**config.mk**
```make
export PLATFORM = sky130hd
export DESIGN_NAME = isa_address_decode_config
export DESIGN_NICKNAME = d
export VERILOG_FILES = /design/src/hdl/isa_decode_pkg.sv /design/src/hdl/isa_address_decode_config.sv
export VERILOG_INCLUDE_DIRS = /design/src /design/src/hdl
export SDC_FILE = /design/constraint.sdc
export NUM_CORES = 1
export LEC_CHECK = 0
export BUFFER_PORTS_ARGS = -buffer_cell sky130_fd_sc_hd__buf_4
export CAP_MARGIN = 20
export CORE_ASPECT_RATIO = 1.5
export CORE_MARGIN = 2
export CORE_UTILIZATION = 30
export DETAILED_ROUTE_END_ITERATION = 6
export PLACE_DENSITY = 0.49
export SYNTH_ARGS = -nofsm -noshare
export SYNTH_HDL_FRONTEND = slang
export SYNTH_SLANG_ARGS = --single-unit
export TNS_END_PERCENT = 5
```
**constraint.sdc**
```tcl
create_clock -name clk -period 4.7 [get_ports clk]
set_clock_uncertainty 0.1 [all_clocks]
set_input_delay 0.47 -clock clk [delete_from_list [all_inputs] [get_ports clk]]
set_output_delay 0.47 -clock clk [all_outputs]
set_load 0.02 [all_outputs]
```
**src/hdl/isa_decode_cfg.svh**
```systemverilog
// Offsets, field positions, reset values and fixed addresses of the host port decoder.
`ifndef ISA_DECODE_CFG_SVH
`define ISA_DECODE_CFG_SVH

// Register byte offsets on the Wishbone slave.
`define REG_CTRL_OFS 4'h0
`define REG_STATUS_OFS 4'h4
`define REG_HITS_OFS 4'h8

// Control register fields and reset value.
`define CTRL_IRQ_EN_BIT 0
`define CTRL_DMA_EN_BIT 1
`define CTRL_DEC_EN_BIT 2
`define CTRL_RESET 3'h7

// Status register fields above the switch image.
`define STAT_IRQ_BIT 16
`define STAT_DRQ_BIT 17

// Factory switch image: contiguous mode, primary personality, base 2b8, spread 2e1,
// DMA channel 1, interrupt line 7.
`define SWITCH_RESET 16'h2b8f

// Spread footprint: low ten address bits that every decoded port carries.
`define SPREAD_LOW_ADDR 10'h2e1

// Selector codes for the DMA channel and interrupt line.
`define DMA_NONE 2'h0
`define IRQ_FIRST 3'h2
`define IRQ_LAST 3'h7

`endif

```
**src/hdl/isa_decode_pkg.sv**
```systemverilog
// Types shared by the host port decoder.
package isa_decode_pkg;

   // Host bus pins seen by the card.
   typedef struct packed {
      logic [15:0] addr;
      logic aen;
      logic ior_n;
      logic iow_n;
   } isa_pins_t;

   // Static switch and jumper image.
   typedef struct packed {
      logic spread_mode;
      logic alt_personality;
      logic [6:0] base_sw;
      logic [1:0] spread_sel;
      logic [1:0] dma_sel;
      logic [2:0] irq_sel;
   } sw_t;

   // Compatibility mode of the footprint.
   typedef enum logic {
      MODE_CONTIG,
      MODE_SPREAD
   } mode_t;

endpackage : isa_decode_pkg

```
**src/hdl/isa_address_decode_config.sv**
```systemverilog
// Host I/O decode, interrupt and DMA routing, and Wishbone status port of the card.
//
// Operation
// - One mode switch picks footprint and sharing.
// - Contiguous mode compares A3..A9 with switches.
// - Contiguous base: multiple of eight, 100..3f8.
// - Contiguous mode answers eight consecutive ports.
// - Spread base from two switches: 2e1..62e1.
// - Spread mode decodes sixteen scattered upper ports.
// - Interrupt shareable only in spread mode.
// - Personality switch; primary one is default.
// - DMA routed to channel 1, 2, 3 or none.
// - Interrupt on line 2..7 or none.
// - Factory defaults 2b8, 2e1, DMA 1, IRQ 7.
// - Switch one side gives address bit one.
// - DMA request and acknowledge share one channel.
`timescale 1ns/10ps
`include "isa_decode_cfg.svh"

module isa_address_decode_config
   import isa_decode_pkg::*;
(
   // Clock and reset.
   input wire logic clk,
   input wire logic rst,
   // Wishbone slave.
   input wire logic wb_cyc_i,
   input wire logic wb_stb_i,
   input wire logic wb_we_i,
   input wire logic [3:0] wb_sel_i,
   input wire logic [3:0] wb_adr_i,
   input wire logic [31:0] wb_dat_i,
   output logic [31:0] wb_dat_o,
   output logic wb_ack_o,
   // Host bus pins.
   input wire isa_pins_t isa,
   input wire logic [3:1] dma_ack_line_n,
   output logic [3:1] dma_req_line,
   output logic [7:2] irq_line_out,
   output logic [7:2] irq_line_oe,
   // Static switches and jumpers.
   input wire sw_t config_switch_block,
   // Controller core side.
   input wire logic core_irq,
   input wire logic core_dma_req,
   output logic card_sel,
   output logic io_rd,
   output logic io_wr,
   output logic [3:0] reg_index,
   output logic alt_personality,
   output logic dma_ack
);

   // Synchroniser stages for pins and switches.
   isa_pins_t isa_s1_r;
   isa_pins_t isa_s2_r;
   logic [3:1] dack_s1_r;
   logic [3:1] dack_s2_r;
   sw_t sw_s1_r;
   sw_t sw_r;

   // Software state.
   logic [2:0] ctrl_r;
   logic [15:0] hits_r;
   logic [15:0] hits_nxt;
   logic sel_d_r;

   // Decode wires.
   mode_t mode;
   logic io_cycle;
   logic contig_hit;
   logic spread_hit;
   logic addr_hit;
   logic sel_now;
   logic [3:0] index_now;
   logic [9:3] contig_base;
   logic [3:1] dma_chan_onehot;
   logic [7:2] irq_line_onehot;
   logic irq_active;
   logic drq_active;
   logic dack_now;
   logic rd_now;
   logic wr_now;
   logic [3:0] index_nxt;
   logic [3:1] dma_req_nxt;
   logic [7:2] irq_out_nxt;
   logic [7:2] irq_oe_nxt;
   logic dma_ack_nxt;

   // Wishbone wires.
   logic wb_req;
   logic wb_wr;
   logic hit_ctrl;
   logic hit_status;
   logic hit_hits;
   logic [31:0] rd_data;
   logic [31:0] dat_nxt;

   // Pins arrive from the host bus clock, so two flops come first; the switch image goes
   // through a like pair of its own so that a switch flipped on a live card cannot go metastable.
   always_ff @(posedge clk or posedge rst) begin
      if (rst) begin
         isa_s1_r <= '{addr: 16'h0000, aen: 1'b1, ior_n: 1'b1, iow_n: 1'b1};
         isa_s2_r <= '{addr: 16'h0000, aen: 1'b1, ior_n: 1'b1, iow_n: 1'b1};
         dack_s1_r <= 3'h7;
         dack_s2_r <= 3'h7;
      end else begin
         isa_s1_r <= isa;
         isa_s2_r <= isa_s1_r;
         dack_s1_r <= dma_ack_line_n;
         dack_s2_r <= dack_s1_r;
      end
   end

   // Switch image resets to the factory settings until the first samples land.
   always_ff @(posedge clk or posedge rst) begin
      if (rst) begin
         sw_s1_r <= sw_t'(`SWITCH_RESET);
         sw_r <= sw_t'(`SWITCH_RESET);
      end else begin
         sw_s1_r <= config_switch_block;
         sw_r <= sw_s1_r;
      end
   end

   // The single mode switch chooses the footprint and the interrupt style.
   assign mode = sw_r.spread_mode ? MODE_SPREAD : MODE_CONTIG;

   // Only processor I/O strobes count; AEN high marks a DMA cycle on the bus.
   assign io_cycle = !isa_s2_r.aen && (!isa_s2_r.ior_n || !isa_s2_r.iow_n);

   // Each switch that is set to one yields a one on its address bit.
   assign contig_base = sw_r.base_sw;

   // Contiguous block: A9..A3 against the switches, A2..A0 pick one of eight ports.
   // Only the low ten lines are decoded, so the block repeats through upper space.
   assign contig_hit = (isa_s2_r.addr[9:3] == contig_base);

   // Spread footprint: fixed low ten bits, A14..A13 from the two base switches,
   // and A15 with A12..A10 choosing one of sixteen ports.
   assign spread_hit = (isa_s2_r.addr[9:0] == `SPREAD_LOW_ADDR)
      && (isa_s2_r.addr[14:13] == sw_r.spread_sel);

   // Footprint selection by mode.
   assign addr_hit = (mode == MODE_SPREAD) ? spread_hit : contig_hit;
   assign sel_now = io_cycle && addr_hit && ctrl_r[`CTRL_DEC_EN_BIT];
   assign index_now = (mode == MODE_SPREAD)
      ? {isa_s2_r.addr[15], isa_s2_r.addr[12:10]}
      : {1'b0, isa_s2_r.addr[2:0]};

   // Per-strobe qualifiers and an index that stands only while the card is selected,
   // so the core never acts on a stale index between host cycles.
   assign rd_now = sel_now && !isa_s2_r.ior_n;
   assign wr_now = sel_now && !isa_s2_r.iow_n;
   assign index_nxt = sel_now ? index_now : 4'h0;

   // Card select and strobes toward the controller core.
   always_ff @(posedge clk or posedge rst) begin
      if (rst) begin
         card_sel <= 1'b0;
         io_rd <= 1'b0;
         io_wr <= 1'b0;
      end else begin
         card_sel <= sel_now;
         io_rd <= rd_now;
         io_wr <= wr_now;
      end
   end

   // Register index toward the core.
   always_ff @(posedge clk or posedge rst) begin
      if (rst) begin
         reg_index <= 4'h0;
      end else begin
         reg_index <= index_nxt;
      end
   end

   // Personality switch; the reset image holds the primary one.
   always_ff @(posedge clk or posedge rst) begin
      if (rst) begin
         alt_personality <= 1'b0;
      end else begin
         alt_personality <= sw_r.alt_personality;
      end
   end

   // Request is gated by software so the DMA path can be parked without moving a jumper.
   assign drq_active = core_dma_req && ctrl_r[`CTRL_DMA_EN_BIT];

   // One selector drives both the request and the acknowledge of the same channel.
   genvar ch;
   generate
      for (ch = 1; ch <= 3; ch++) begin : g_dma
         assign dma_chan_onehot[ch] = (sw_r.dma_sel == 2'(ch));
         assign dma_req_nxt[ch] = drq_active && dma_chan_onehot[ch];
      end
   endgenerate

   // Request lines in one register, so each output has a single driving process.
   always_ff @(posedge clk or posedge rst) begin
      if (rst) begin
         dma_req_line <= 3'h0;
      end else begin
         dma_req_line <= dma_req_nxt;
      end
   end

   // Acknowledge is taken only from the channel whose request is routed.
   assign dack_now = |(dma_chan_onehot & ~dack_s2_r) && ctrl_r[`CTRL_DMA_EN_BIT];

   // Acknowledge toward the core; a selector of none never acknowledges.
   assign dma_ack_nxt = dack_now && (sw_r.dma_sel != `DMA_NONE);

   // Registered, so the core sees a clean level three edges after the pin moves.
   always_ff @(posedge clk or posedge rst) begin
      if (rst) begin
         dma_ack <= 1'b0;
      end else begin
         dma_ack <= dma_ack_nxt;
      end
   end

   // Interrupt request after the software enable.
   assign irq_active = core_irq && ctrl_r[`CTRL_IRQ_EN_BIT];

   // Per line: contiguous mode drives the chosen line at all times, so no other card
   // may share it; spread mode drives only while asserting and releases otherwise.
   genvar ln;
   generate
      for (ln = 2; ln <= 7; ln++) begin : g_irq
         assign irq_line_onehot[ln] = (sw_r.irq_sel == 3'(ln))
            && (sw_r.irq_sel >= `IRQ_FIRST) && (sw_r.irq_sel <= `IRQ_LAST);
         assign irq_out_nxt[ln] = irq_line_onehot[ln] && irq_active;
         assign irq_oe_nxt[ln] = irq_line_onehot[ln]
            && ((mode == MODE_CONTIG) || irq_active);
      end
   endgenerate

   // Interrupt line values.
   always_ff @(posedge clk or posedge rst) begin
      if (rst) begin
         irq_line_out <= 6'h0;
      end else begin
         irq_line_out <= irq_out_nxt;
      end
   end

   // Drive enables; letting go of an idle line in spread mode is what allows sharing.
   always_ff @(posedge clk or posedge rst) begin
      if (rst) begin
         irq_line_oe <= 6'h0;
      end else begin
         irq_line_oe <= irq_oe_nxt;
      end
   end

   // Wishbone decode; the slave answers every address in one cycle, unmapped ones read zero.
   assign wb_req = wb_cyc_i && wb_stb_i && !wb_ack_o;
   assign wb_wr = wb_req && wb_we_i;
   assign hit_ctrl = (wb_adr_i == `REG_CTRL_OFS);
   assign hit_status = (wb_adr_i == `REG_STATUS_OFS);
   assign hit_hits = (wb_adr_i == `REG_HITS_OFS);
   assign rd_data = hit_ctrl ? {29'h0, ctrl_r}
      : hit_status ? {14'h0, drq_active, irq_active, sw_r}
      : hit_hits ? {16'h0, hits_r}
      : 32'h0;

   // Select counter; a new select in the clearing cycle wins and counts as one.
   assign hits_nxt = (wb_wr && hit_hits && wb_sel_i[0])
      ? {15'h0, sel_now && !sel_d_r}
      : hits_r + {15'h0, sel_now && !sel_d_r};

   // Read data stands only in the ack cycle; zero otherwise keeps a shared bus mux simple.
   assign dat_nxt = wb_req ? rd_data : 32'h0;

   // Bus answer and data.
   always_ff @(posedge clk or posedge rst) begin
      if (rst) begin
         wb_ack_o <= 1'b0;
         wb_dat_o <= 32'h0;
      end else begin
         wb_ack_o <= wb_req;
         wb_dat_o <= dat_nxt;
      end
   end

   // Software registers; only the lowest byte lane carries control bits.
   always_ff @(posedge clk or posedge rst) begin
      if (rst) begin
         ctrl_r <= `CTRL_RESET;
         hits_r <= 16'h0;
         sel_d_r <= 1'b0;
      end else begin
         if (wb_wr && hit_ctrl && wb_sel_i[0]) begin
            ctrl_r <= wb_dat_i[2:0];
         end
         hits_r <= hits_nxt;
         sel_d_r <= sel_now;
      end
   end

endmodule : isa_address_decode_config

```
==> metrics.md <==
| Metric | Value |
|---|---|
| Fmax | `about 350 MHz` |
| CP max stage cell | `dfrtp_1` |
| Global-route wire length before repair | `~14,000 µm` |
| # diodes | `0` |
| Count of hold-fix buffers inserted at cts | `0` |
| Initial antenna violation count | `0` |
| Top cell type's share of synthesized area | `between 50% and 60%` |
| Critical path's top delay family | `simple AND/OR/NAND/NOR gates` |
| Resized Gates After CTS | `0` |
| Share of cells above drive strength 1 | `between 30 and 40%` |
| Combinational share of power | `around 6.9%` |
| Final wirelength | `between 9000 and 10,000 µm` |
| Synth Area in Simple Gates | `12.9%` |
| Grt ovf | `0` |
| Worst slew margin | `34.1%` |
| Cells after Synth | `between 300 and 400` |
| Pin count of the biggest net entering global routing | `112` |
| Final period util | `between 60% and 70%` |
| Largest family of logic cells by synthesized area | `simple AND/OR/NAND/NOR gates` |
| DR WL/cell | `between 10 and 15 µm` |
| Top post-synthesis cells by area | `dfrtp_1 (55%), dfstp_2 (18%), nor2_1 (3.9%)` |
| Via density per instance | `4.16` |
| Worst IR Drop VDD | `0.185 mV` |
| Core Area | `roughly 16,000 µm²` |
| Fin area | `between 6000 and 7000 µm²` |
| Detail Route Antenna Nets | `0` |
| Post-route DRC | `0` |
| Setup CP Type | `flip-flop to flip-flop` |
| I/O pin count | `~140` |
| Outcome | `completed` |
| Die width | `107 µm` |
| TNS Setup | `0 ps` |
| Switching share of power | `a little under a quarter` |
| Placed cell areas | `roughly 5600 µm²` |
| Post-Synth XOR/XNOR Area | `roughly 3.5%` |
| Cell-internal power | `between 2 and 2.5 mW` |
| # nets final | `532` |
| Number of port buffers | `95` |
| Final Max Slew Viols | `0` |
| Startpoint types | `flip-flop` |
| Via count | `~2,800` |
| RePlAce Congestion | `approximately 0.75` |
| Die area | `16,900 µm²` |
| CTS tree | `done` |
| Final hold vios | `0` |
| Synth unique cells | `41` |
| Die H | `between 150 and 200 µm` |
| Iter 0 DRT Violations | `76` |
| Worst-path cell chain | `xor2_1 > o31ai_1 > nand3_1 > o21bai_1 > nor2_1 > ha_1 > nand4_4 > or3_1 > a21oi_1` |
| Worst min-delay path class | `input pin to flip-flop` |
| Leak | `about 2.8 nW` |
| Clk pin slew, worst setup/hold paths | `roughly 60 ps` |
| Post-DP HPWL | `roughly 6200 µm` |
| Global Route Usage Sum | `11.3%` |
| P_sw | `approximately 0.67 mW` |
| Buffers & Inverters on Critical Path | `0` |
| Worst Path Arrival | `3060 ps` |
| H-tree Lvls | `4` |
| Setup Buffers After CTS | `0` |
| TritonCTS Buffers | `17` |
| Number of global-route vias before repair | `~2,800` |
| Mapped Area | `roughly 4800 µm²` |
| Number of core rows | `between 50 and 60` |
| Adder-cell share of the synthesized area | `0.526%` |
| Worst slew pin tran | `roughly 990 ps` |
| Initial Utilization | `between 30% and 40%` |
| Syn avg cell area | `14.1 µm²` |
| Crit Path Max Fanout | `8` |
| Complex-gate fraction of the synthesized area | `under 10%` |
| RSZ-0062 raised after global routing | `false` |
| Clock latency on the worst-skew pair | `about 400 ps` |
| Final setup violation count | `0` |
| TritonRoute pass-1 iters | `4` |
| CP required | `~5000 ps` |
| Fin crit period | `approximately 2800 ps` |
| Setup crit end kind | `flip-flop` |
| # clock sinks | `between 100 and 150` |
| Crit path largest cell delay | `around 400 ps` |
| Clock Tree Root | `clkbuf_16` |
| Multiplexer area fraction after synthesis | `under 10%` |
| Clock share of power | `46.5%` |
| Area grow syn2layout | `31.3%` |
| Leading area contributor after synthesis | `dfrtp_1` |
| Worst-case clock buffer depth | `2` |
| Post-synthesis sequential area ratio | `between 70% and 80%` |
| Yosys reg bits | `138` |
| Share of power burned in registers | `a little under half` |
| PwrDens | `about 460 nW/µm²` |
| Synth Warn # | `0` |
| Max-Cap Viols | `0` |
cell usage after synthesis:
| library cell | instances |
|---|---|
| xor2_1 | 11 |
| and4_4 | 1 |
| and2_1 | 1 |
| nand4b_1 | 1 |
| nor3_1 | 4 |
| nand2_1 | 15 |
| conb_1 | 1 |
| buf_4 | 17 |
| or3_1 | 5 |
| nand3_1 | 8 |
| a2111oi_0 | 3 |
| xnor2_1 | 8 |
| a21oi_1 | 6 |
| nor2_4 | 1 |
| nor2b_1 | 4 |
| a211oi_1 | 1 |
| o31ai_1 | 2 |
| and4_1 | 1 |
| or4_4 | 1 |
| mux2_2 | 3 |
| nor3b_1 | 1 |
| ha_1 | 2 |
| nand4_1 | 4 |
| mux2i_1 | 4 |
| dfrtp_1 | 105 |
| o22ai_1 | 1 |
| nand4_4 | 2 |
| nor4b_4 | 2 |
| o21bai_1 | 1 |
| clkbuf_1 | 1 |
| nor2_1 | 50 |
| o21ai_0 | 5 |
| inv_1 | 7 |
| or2b_1 | 1 |
| buf_2 | 2 |
| nand4bb_1 | 1 |
| nor3_2 | 1 |
| dfstp_2 | 33 |
| nor4_1 | 1 |
| a22oi_1 | 13 |
| nand2b_1 | 6 |
sequential cells by signal, indices dropped and copies added, names as in the netlist:
register	cells
alt_personality	1
dma_ack	1
card_sel	1
irq_line_oe	6
contig_base	7
io_wr	1
wb_ack_o	1
io_rd	1
dma_req_line	3
dack_s2_r	3
dack_s1_r	3
sw_s1_r	16
isa_s1_r	19
irq_line_out	6
reg_index	4
sw_r	9
wb_dat_o	18
ctrl_r	3
isa_s2_r	19
hits_r	16
metrics by stage:
stage,utilization (%),cells,hold WS (ps),setup WS [ps],power [mW]
floorplan,-,350,231,488,1.47
global placement,36.3,629,235,1800,1.54
detailed placement,36.3,629,235,1770,1.55
CTS,40.2,661,48.3,1760,2.89
global route,40.2,661,48.3,1530,2.99
finish,40.2,661,71.8,1860,2.85
worst register-to-register path, stage by stage, from the launching register on:
cell and delay, ps:
dfrtp_1 400, xor2_1 180, o31ai_1 340, nand3_1 160, o21bai_1 340, nor2_1 230, ha_1 330, nand4_4 160
or3_1 380, a21oi_1 140
kinds of logic (layout without fill, tap and decap cells):
| logic type | Yosys count | after routing |
|---|---|---|
| xor gates and xnor gates | 19 | 19 |
| adders and majority gates | 2 | 2 |
| and+or+nand+nor | 111 | 111 |
| DFF | 138 | 138 |
| other | 1 | 14 |
| AOI/OAI and AO/OA | 32 | 32 |
| muxes | 7 | 7 |
| buffers and inverters | 27 | 135 |
power by group through the flow:
stage	combinational, mW	sequential (mW)	clock (mW)
floorplan	0.135	1.34	0
global placement	0.197	1.35	0
global route	0.223	1.34	1.42
CTS	0.201	1.33	1.36
finish	0.197	1.33	1.32
detailed placement	0.201	1.35	0
routing by layer:
metal | global-route usage, % | part of all wire [%] | vias to the layer above
li1 | - | - | 1312
met1 | 13.3 | 40 | 1361
met2 | 19.0 | 54 | 72
met3 | 3.27 | 5.1 | 8
met4 | 4.95 | 1.1 | 0
met5 | 0 | 0 | -
path summary, 6_finish.rpt:
kind / depth (start not counted) / endpoint / slack, ps / startpoint
setup / recovery: 9 / hits_r[15] / 1860 / sw_r[6]
hold / removal: 1 / isa_s1_r[6] / 70 / isa[6]
setup reg to reg: 9 / hits_r[15] / 1860 / sw_r[6]
hold reg to reg: 0 / isa_s2_r[17] / 240 / isa_s1_r[17]
max in group asynchronous: 3 / ctrl_r[1] / 3340 / rst
min in group asynchronous: 2 / sw_s1_r[14] / 160 / rst
final cells by class:
class	count	area, µm²
Sequential cell	138	3490
Inverter	7	31.3
Tap cell	203	254
Multi-Input combinational cell	185	1150
Clock inverter	12	138
Clock buffer	20	467
Timing Repair Buffer	96	721
Fill cell	1513	9300
placed cells by master (no fill, tap or decap), types with 6 or more instances in the layout:
| cell type | instances |
|---|---|
| xor2_1 | 11 |
| xnor2_1 | 8 |
| dfrtp_1 | 105 |
| nand2_1 | 15 |
| dfstp_2 | 33 |
| nor2_1 | 50 |
| inv_1 | 6 |
| nand3_1 | 8 |
| buf_4 | 96 |
| clkbuf_16 | 17 |
| a22oi_1 | 13 |
| nand2b_1 | 6 |
| a21oi_1 | 6 |
| conb_1 | 14 |
Note: power is estimated with default switching activity, not from simulation.
